[config.mk]
export PLATFORM = sky130hd
export DESIGN_NAME = ras_stack
export DESIGN_NICKNAME = d
export VERILOG_FILES = /design/src/design/ras_pkg.sv /design/src/design/ras_slots.sv /design/src/design/ras_stack.sv
export SDC_FILE = /design/constraint.sdc
export NUM_CORES = 1
export LEC_CHECK = 0
export ABC_AREA = 0
export BUFFER_PORTS_ARGS = -buffer_cell sky130_fd_sc_hd__buf_2
export CAP_MARGIN = 20
export CORE_ASPECT_RATIO = 1.5
export CORE_UTILIZATION = 30
export CTS_BUF_LIST = sky130_fd_sc_hd__clkbuf_8
export DETAILED_ROUTE_END_ITERATION = 16
export RECOVER_POWER = 25
export SLEW_MARGIN = 0
export SYNTH_ARGS = -nofsm -noshare
export SYNTH_HDL_FRONTEND = slang
export SYNTH_SLANG_ARGS = --single-unit
[constraint.sdc]
create_clock -name clk -period 9.2 [get_ports clk]
set_input_delay 0.46 -clock clk [delete_from_list [all_inputs] [get_ports clk]]
set_output_delay 0.46 -clock clk [all_outputs]
set_load 0.05 [all_outputs]
[src/design/ras_pkg.sv]
// Package for the return-address stack: widths, reset values, operation codes.
// Assumes one clock domain shared with the program counter and sequencer.
//
// Notes on behaviour
// - PC increment wraps inside its segment; last location is followed by location zero. A save from the last location stores zero of the next segment.
// - Only indirect jump, indirect call, system call, interrupt, return or table resume change the segment.
// - Stack is an index counter plus slot array; index alone selects slot.
// - Calls and accepted interrupts save the return location into the selected slot.
// - Table reads park the resume location on the stack during the fetch.
// - Slots are 16 bits; indices 0 to 14 real; index 15 reads undefined.
// - Index is a 4-bit counter, directly readable and writable; all-ones write forbidden.
// - Call, push or interrupt: index decrements first, then the new slot is written.
// - Return or pop: slot content delivered first, then index increments.
// - Index fifteen yields undefined content; over fifteen nested levels returns nowhere.
package ras_pkg;

  localparam int RAS_IDX_W = 4;
  localparam int RAS_SLOT_W = 16;
  localparam int RAS_SEG_W = 3;
  localparam int RAS_OFS_W = 13;
  localparam logic [3:0] RAS_IDX_EMPTY = 4'hf;
  localparam logic [12:0] RAS_OFS_ZERO = 13'h0000;
  localparam logic [15:0] RAS_PHANTOM_VALUE = 16'h0000;

  // One-hot stack operation request from the sequencer
  typedef struct packed {
    logic push;
    logic pop;
    logic idx_write;
  } ras_op_t;

  // Program counter: segment above an in-segment offset
  typedef struct packed {
    logic [2:0] seg;
    logic [12:0] ofs;
  } ras_pc_t;

  typedef enum logic [2:0] {
    RAS_ST_FETCH = 3'b001,
    RAS_ST_TABLE = 3'b010,
    RAS_ST_RESUME = 3'b100
  } ras_state_t;

endpackage

[src/design/ras_slots.sv]
// Slot array of the return-address stack, fifteen real words.
// Assumes the caller supplies an index and a one-cycle write strobe.
`timescale 1ns/10ps
module ras_slots
  import ras_pkg::*;
#(
  parameter int DEPTH = 15
) (
  input wire logic clk, // Core clock
  input wire logic reset, // Asynchronous reset, high
  input wire logic [RAS_IDX_W-1:0] index, // Selected slot
  input wire logic write, // Store data into selected slot
  input wire logic [RAS_SLOT_W-1:0] wdata, // Value to save
  output logic [RAS_SLOT_W-1:0] rdata // Selected slot content
);

  logic [RAS_SLOT_W-1:0] return_slot [DEPTH];

  // ------------------------------------------------------------
  // Storage
  // ------------------------------------------------------------
  genvar g;
  generate
    for (g = 0; g < DEPTH; g++) begin : gen_slot
      always_ff @(posedge clk or posedge reset) begin
        if (reset) begin
          return_slot[g] <= '0;
        end else if (write && index == RAS_IDX_W'(g)) begin
          return_slot[g] <= wdata;
        end
      end
    end
  endgenerate

  // Index 15 has no storage; a fixed filler stands in for undefined data
  always_comb begin
    if (index < RAS_IDX_W'(DEPTH)) begin
      rdata = return_slot[index];
    end else begin
      rdata = RAS_PHANTOM_VALUE;
    end
  end

endmodule

[src/design/ras_stack.sv]
// Return-address stack with its index counter and the program counter step.
// Assumes the sequencer asserts at most one request per cycle.
`timescale 1ns/10ps
module ras_stack
  import ras_pkg::*;
(
  input wire logic clk, // Core clock, 10 MHz
  input wire logic reset, // Any reset source, async high
  input wire logic step, // Advance PC sequentially
  input wire logic call, // Call or system call: save and jump
  input wire logic intr, // Interrupt accepted: save and jump
  input wire logic ret, // Return: restore PC from slot
  input wire logic jump_ind, // Indirect jump to target
  input wire logic [RAS_SLOT_W-1:0] target, // Jump or call destination
  input wire logic table_rd, // Start a table read
  input wire logic table_done, // Table word has been fetched
  input wire ras_op_t op, // Push/pop/index write from software
  input wire logic [RAS_SLOT_W-1:0] push_data, // Value for push
  input wire logic [RAS_IDX_W-1:0] idx_wdata, // Index write value
  output ras_pc_t pc, // Program counter
  output logic [RAS_IDX_W-1:0] stack_index, // Current index
  output logic [RAS_SLOT_W-1:0] pop_data, // Value delivered by pop
  output logic table_busy, // Table read in progress
  output logic idx_write_err // Forbidden all-ones index write
);

  ras_state_t state;
  logic [RAS_SLOT_W-1:0] rdata;
  logic [RAS_SLOT_W-1:0] wdata;
  logic [RAS_IDX_W-1:0] next_index;
  logic write;
  logic save;
  logic restore;
  logic [RAS_OFS_W-1:0] next_ofs;

  assign save = call | intr | op.push | (table_rd & state == RAS_ST_FETCH);
  assign restore = ret | op.pop | (state == RAS_ST_RESUME);
  assign table_busy = (state != RAS_ST_FETCH);

  // ------------------------------------------------------------
  // Index counter
  // ------------------------------------------------------------
  always_comb begin
    next_index = stack_index;
    if (save) begin
      next_index = stack_index - 4'h1;
    end else if (restore) begin
      next_index = stack_index + 4'h1;
    end else if (op.idx_write && idx_wdata != RAS_IDX_EMPTY) begin
      next_index = idx_wdata;
    end
  end

  always_ff @(posedge clk or posedge reset) begin
    if (reset) begin
      stack_index <= RAS_IDX_EMPTY;
    end else begin
      stack_index <= next_index;
    end
  end

  always_ff @(posedge clk or posedge reset) begin
    if (reset) begin
      idx_write_err <= 1'b0;
    end else begin
      idx_write_err <= op.idx_write && idx_wdata == RAS_IDX_EMPTY;
    end
  end

  // Saved word is written at the decremented index in the same edge
  assign write = save;
  assign wdata = op.push ? push_data : {pc.seg, pc.ofs} + 16'h0001;

  ras_slots #(.DEPTH(15)) u_slots (
    .clk(clk),
    .reset(reset),
    .index(save ? next_index : stack_index),
    .write(write),
    .wdata(wdata),
    .rdata(rdata)
  );

  // ------------------------------------------------------------
  // Table read sequence
  // ------------------------------------------------------------
  always_ff @(posedge clk or posedge reset) begin
    if (reset) begin
      state <= RAS_ST_FETCH;
    end else begin
      case (state)
        RAS_ST_FETCH: if (table_rd) state <= RAS_ST_TABLE;
        RAS_ST_TABLE: if (table_done) state <= RAS_ST_RESUME;
        RAS_ST_RESUME: state <= RAS_ST_FETCH;
        default: state <= RAS_ST_FETCH;
      endcase
    end
  end

  // ------------------------------------------------------------
  // Program counter and popped data
  // ------------------------------------------------------------
  assign next_ofs = pc.ofs + 13'h0001;

  always_ff @(posedge clk or posedge reset) begin
    if (reset) begin
      pc <= '0;
    end else if (ret || state == RAS_ST_RESUME) begin
      pc <= rdata;
    end else if (call || intr || jump_ind) begin
      pc <= target;
    end else if (step && state == RAS_ST_FETCH) begin
      pc.ofs <= next_ofs;
    end
  end

  always_ff @(posedge clk or posedge reset) begin
    if (reset) begin
      pop_data <= '0;
    end else if (op.pop) begin
      pop_data <= rdata;
    end
  end

  // ------------------------------------------------------------
  // Checks
  // ------------------------------------------------------------
  property p_reset_empty;
    @(posedge clk) $fell(reset) |-> stack_index == RAS_IDX_EMPTY;
  endproperty
  a_reset_empty: assert property (p_reset_empty) else $error("index not empty");

  property p_push_dec;
    @(posedge clk) disable iff (reset)
      (call || intr) |=> stack_index == $past(stack_index) - 4'h1;
  endproperty
  a_push_dec: assert property (p_push_dec) else $error("save did not decrement");

  property p_pop_inc;
    @(posedge clk) disable iff (reset)
      (ret && !call && !intr && !op.push && !table_rd && state == RAS_ST_FETCH)
      |=> stack_index == $past(stack_index) + 4'h1;
  endproperty
  a_pop_inc: assert property (p_pop_inc) else $error("return did not increment");

  property p_ret_pc;
    @(posedge clk) disable iff (reset) (ret && state == RAS_ST_FETCH) |=> pc == $past(rdata);
  endproperty
  a_ret_pc: assert property (p_ret_pc) else $error("return pc wrong");

  property p_seq_seg;
    @(posedge clk) disable iff (reset)
      (step && !ret && !call && !intr && !jump_ind && state == RAS_ST_FETCH)
      |=> pc.seg == $past(pc.seg) && pc.ofs == $past(pc.ofs) + 13'h0001;
  endproperty
  a_seq_seg: assert property (p_seq_seg) else $error("sequential step changed segment");

  property p_no_ones;
    @(posedge clk) disable iff (reset)
      (op.idx_write && !save && !restore)
      |=> stack_index != RAS_IDX_EMPTY || $past(stack_index) == RAS_IDX_EMPTY;
  endproperty
  a_no_ones: assert property (p_no_ones) else $error("all-ones index written");

  // A save in the next cycle moves the read port, so the array itself is checked
  property p_call_saves;
    @(posedge clk) disable iff (reset)
      (call && !op.push)
      |=> stack_index == RAS_IDX_EMPTY || u_slots.return_slot[stack_index] == $past(wdata);
  endproperty
  a_call_saves: assert property (p_call_saves) else $error("return location not saved");

  property p_table_round;
    @(posedge clk) disable iff (reset)
      (table_rd && state == RAS_ST_FETCH && !call && !intr && !op.push && !ret && !op.pop)
      |=> table_busy && stack_index == $past(stack_index) - 4'h0001;
  endproperty
  a_table_round: assert property (p_table_round) else $error("table read did not park");

  property p_jump_pc;
    @(posedge clk) disable iff (reset)
      (jump_ind && !ret && state != RAS_ST_RESUME)
      |=> pc == $past(target);
  endproperty
  a_jump_pc: assert property (p_jump_pc) else $error("indirect jump missed target");

  // Sequential steps must not move the PC while the table word is fetched
  property p_table_hold;
    @(posedge clk) disable iff (reset)
      (state == RAS_ST_TABLE && !ret && !call && !intr && !jump_ind)
      |=> pc == $past(pc);
  endproperty
  a_table_hold: assert property (p_table_hold) else $error("pc moved during table read");

  property p_resume_pop;
    @(posedge clk) disable iff (reset)
      (state == RAS_ST_RESUME && !save)
      |=> !table_busy && stack_index == $past(stack_index) + 4'h1;
  endproperty
  a_resume_pop: assert property (p_resume_pop) else $error("table read did not resume");

  property p_idle_hold;
    @(posedge clk) disable iff (reset)
      (!save && !restore && !op.idx_write) |=> $stable(stack_index);
  endproperty
  a_idle_hold: assert property (p_idle_hold) else $error("index moved without request");

  property p_err_set;
    @(posedge clk) disable iff (reset)
      (op.idx_write && idx_wdata == RAS_IDX_EMPTY) |=> idx_write_err;
  endproperty
  a_err_set: assert property (p_err_set) else $error("forbidden write not flagged");

  property p_err_quiet;
    @(posedge clk) disable iff (reset)
      !(op.idx_write && idx_wdata == RAS_IDX_EMPTY) |=> !idx_write_err;
  endproperty
  a_err_quiet: assert property (p_err_quiet) else $error("error flag without cause");

  // Index fifteen has no slot behind it, so a return there lands on the filler
  property p_phantom_ret;
    @(posedge clk) disable iff (reset)
      (ret && !save && stack_index == RAS_IDX_EMPTY) |=> pc == RAS_PHANTOM_VALUE;
  endproperty
  a_phantom_ret: assert property (p_phantom_ret) else $error("empty return not filler");

  c_call: cover property (@(posedge clk) disable iff (reset) call ##[1:20] ret);
  c_table: cover property (@(posedge clk) disable iff (reset)
    table_rd ##[1:20] (state == RAS_ST_RESUME));
  c_wrap: cover property (@(posedge clk) disable iff (reset) step && pc.ofs == 13'h1fff);
  c_phantom: cover property (@(posedge clk) disable iff (reset)
    ret && stack_index == RAS_IDX_EMPTY);
  c_forbid: cover property (@(posedge clk) disable iff (reset)
    op.idx_write && idx_wdata == RAS_IDX_EMPTY);

endmodule

==> impl_metrics.csv <==
group,metric,value,unit
critical_path,criticalPathCategory,"input pin to asynchronous set/reset pin",
yosys,synth_warnings,0,
run_status,violations,"max-capacitance violations, max-slew violations",
drt,vias_per_cell,5.398,
final_layout,final_cell_area,0.01681,mm2
timing,max-slew-margin-rel,-3.154,
timing,final-setup-viol-count,0,
grt,grt_pass1_wl,67550,um
cts,postCtsSetupBuffers,0,
drt,drc,0,
placed_design,place.gp.congestion,0.8964,
grt,grt_pass1_vias,11530,
critical_path,crit_start,"reset",
critical_path,end_kind,"asynchronous set/reset pin",
timing,fin_crit,4.749,ns
final_layout,most-common-layout-cells,"275 x dfrtp_1, 266 x nand2_1, 185 x o21ai_0",
critical_path,cp.required,9.73,ns
critical_path,worstPathCellList,"buf_2, clkinvlp_2, buf_4",
yosys,syn_area_per_cell,10.72,um2
cts,cts_max_level,2,
placed_design,detailedPlace.worstSlack,5.087,ns
yosys,synthesis.area,0.01502,mm2
drt,wl,43280,um
yosys,synth_area_leaders,"dfrtp_1 46%, mux4_2 14%, nand2_1 6.6%, o21ai_0 6.2%, mux2i_1 2.3%",
cts,ctsResizeCount,0,
cts,cts_root_buf,"clkbuf_8",
cts,cts_num_sinks,280,
grt,antenna_found_initial,1,
cts,hold_buffers,0,
cts,cts_inserted_buffers,41,
final_layout,drive_above_1_share,0.2292,
timing,worst_pin_slew,6.197,ns
timing,fin_ws,4.451,ns
cts,cts_tree,"done",
placed_design,dp.cells,2052,
yosys,synth_fp_nets,1453,
floorplanning,chipHeight,276.1,um
drt,wire_per_inst,20.32,um
timing,finalHoldViolCount,0,
hold_path,min_path_type,"input pin to flop",
timing,slew_violations,139,
run,drv_cap,1,
pwr,leakagePower,7.073,nW
grt,grt_util_all_layers,0.1706,
timing,fmax,0.2106,GHz
timing,finalSetupTns,0,ns
floorplanning,dieWidth,184.7,um
grt,grt-ovfl-total,0,
placed_design,io_buffers,85,
floorplanning,ios,86,
yosys,synthDistinctLibCells,74,
critical_path,worstPathArrival,5.28,ns
timing,post-route-period-util,0.5162,
pwr,ir_drop,295.7,uV
drt,vias,11500,
floorplanning,row_count,100,
yosys,synth_async_sr_flop_share,1.000,
drt,ant_nets,0,
yosys,yosysTopAreaCell,"dfrtp_1",
yosys,ys_ff_latch,280,
critical_path,cp_max_fo,138,
final_layout,stdcell_count,2130,
yosys,yosysTopAreaCellShare,0.4581,
yosys,yosysSeqAreaShare,0.4668,
placed_design,placed_area,0.01597,mm2
timing,clock_skew,0.02890,ns
pwr,power_per_cell_area,417.1,mW/mm2
grt,grt_max_degree,139,
drt,dr.pass1.iters,8,
yosys,synth_edf_count,0,
final_layout,fin_nets,1487,
yosys,synthCells,1402,
critical_path,r2r_setup_slack,5.38,ns
drt,drtIter0Drc,842,
critical_path,crit_path_top_delay_cell,"clkinvlp_2",
critical_path,slowest_delay,3.39,ns
cts,clockBufferDepth,3,
floorplanning,dieArea,0.05100,mm2
final_layout,n_fill_cell,5019,
critical_path,worst_setup_path_start_kind,"input pin",
placed_design,hpwl,28730,um
run_status,status,"complete, but fails checks",
floorplanning,core,0.04955,mm2
final_layout,final_common_cell,"dfrtp_1",
critical_path,crit_end,"u_slots.return_slot[136]$_DFFE_PP0P_",
cts,clk_pin_slew,0.07,ns
timing,grt_setup_unrepaired,"false",
cts,clock_latency,0.58,ns
critical_path,r2r-end,"u_slots.return_slot[47]$_DFFE_PP0P_",
yosys,synth_flop_cell,"dfrtp_1",
timing,holdWs,0.08486,ns
critical_path,reg2reg_depth,6,
floorplanning,start_util,0.3032,
final_layout,syn2layout_area_growth,11.89,%
==> per-layer routing <==
layer,share of wire,track usage,routed length [um],vias to the layer above
met5,0,0,0,-
met4,0.045,0.07904,1929,0
met3,0.050,0.01897,2146,115
met2,0.53,0.3184,23150,428
met1,0.37,0.1903,16060,5784
li1,-,-,-,5171
==> power breakdown <==
| part | switching, mW | internal (mW) |
|---|---|---|
| Clock | 0.500 | 0.506 |
| Sequential | 0.506 | 1.82 |
| Combinational | 2.19 | 1.49 |
| Total | 3.20 | 3.81 |
==> stage by stage <==
step           utilization  total power [mW]
6_report            0.3393             7.012
3_5_place_dp        0.3223             5.999
4_1_cts             0.3384             7.014
5_1_grt             0.3393             7.447
2_1_floorplan            -             4.984
3_3_place_gp        0.3212             5.875
==> worst min path at each step <==
stage / start / to / slack (ns) / cells past startpoint
after floorplan: u_slots.return_slot[0]$_DFFE_PP0P_ / u_slots.return_slot[0]$_DFFE_PP0P_ / 0.45 / 2
after global placement: u_slots.return_slot[24]$_DFFE_PP0P_ / u_slots.return_slot[24]$_DFFE_PP0P_ / 0.46 / 2
after detailed placement: u_slots.return_slot[12]$_DFFE_PP0P_ / u_slots.return_slot[12]$_DFFE_PP0P_ / 0.47 / 2
after CTS: table_done / state[1]$_DFFE_PP0P_ / 0.07 / 2
after global routing: table_done / state[1]$_DFFE_PP0P_ / 0.09 / 2
final: table_done / state[1]$_DFFE_PP0P_ / 0.08 / 2
==> sequential cells by signal (all words and copies together) (netlist names), named ones only <==
name and count:
state 3, pop_data 16, idx_write_err 1, u_slots.return_slot 240
pc 16, stack_index 3
==> logic make-up (layout without fill, tap and decap cells) <==
logic type | after synthesis | after routing | share of synthesized area
adders and majority gates | 3 | 3 | 0.002499
buffers and inverters | 146 | 210 | 0.04731
DFF | 280 | 280 | 0.4668
muxes | 148 | 148 | 0.1802
and+or+nand+nor | 404 | 404 | 0.1203
other | 0 | 1 | 0
xor gates and xnor gates | 26 | 26 | 0.01516
AOI/OAI and AO/OA | 395 | 395 | 0.1677
==> cell usage after synthesis (24+ instances only) <==
cell,count
clkbuf_1,68
o21ai_1,33
a211oi_1,33
nor2_1,38
a31o_1,24
buf_2,33
o21ai_0,185
nand2_1,266
a21oi_1,42
mux2i_1,35
mux4_2,96
dfrtp_1,275
==> worst max-delay path, delay by kind of cell <==
kind     cells  cell delay, ns
buf+inv      3            4.65
==> area by class of cell <==
class | instances | area [um2] | share of cell area
Antenna cell | 1 | 2.502 | 0.0001489
Clock buffer | 48 | 660.6 | 0.03930
Clock inverter | 25 | 140.1 | 0.008336
Inverter | 19 | 72.57 | 0.004317
Multi-Input combinational cell | 976 | 7360 | 0.4378
Sequential cell | 280 | 7017 | 0.4174
Tap cell | 663 | 829.5 | 0.04935
Timing Repair Buffer | 118 | 728.2 | 0.04332
Note: power is estimated with default switching activity, not from simulation.
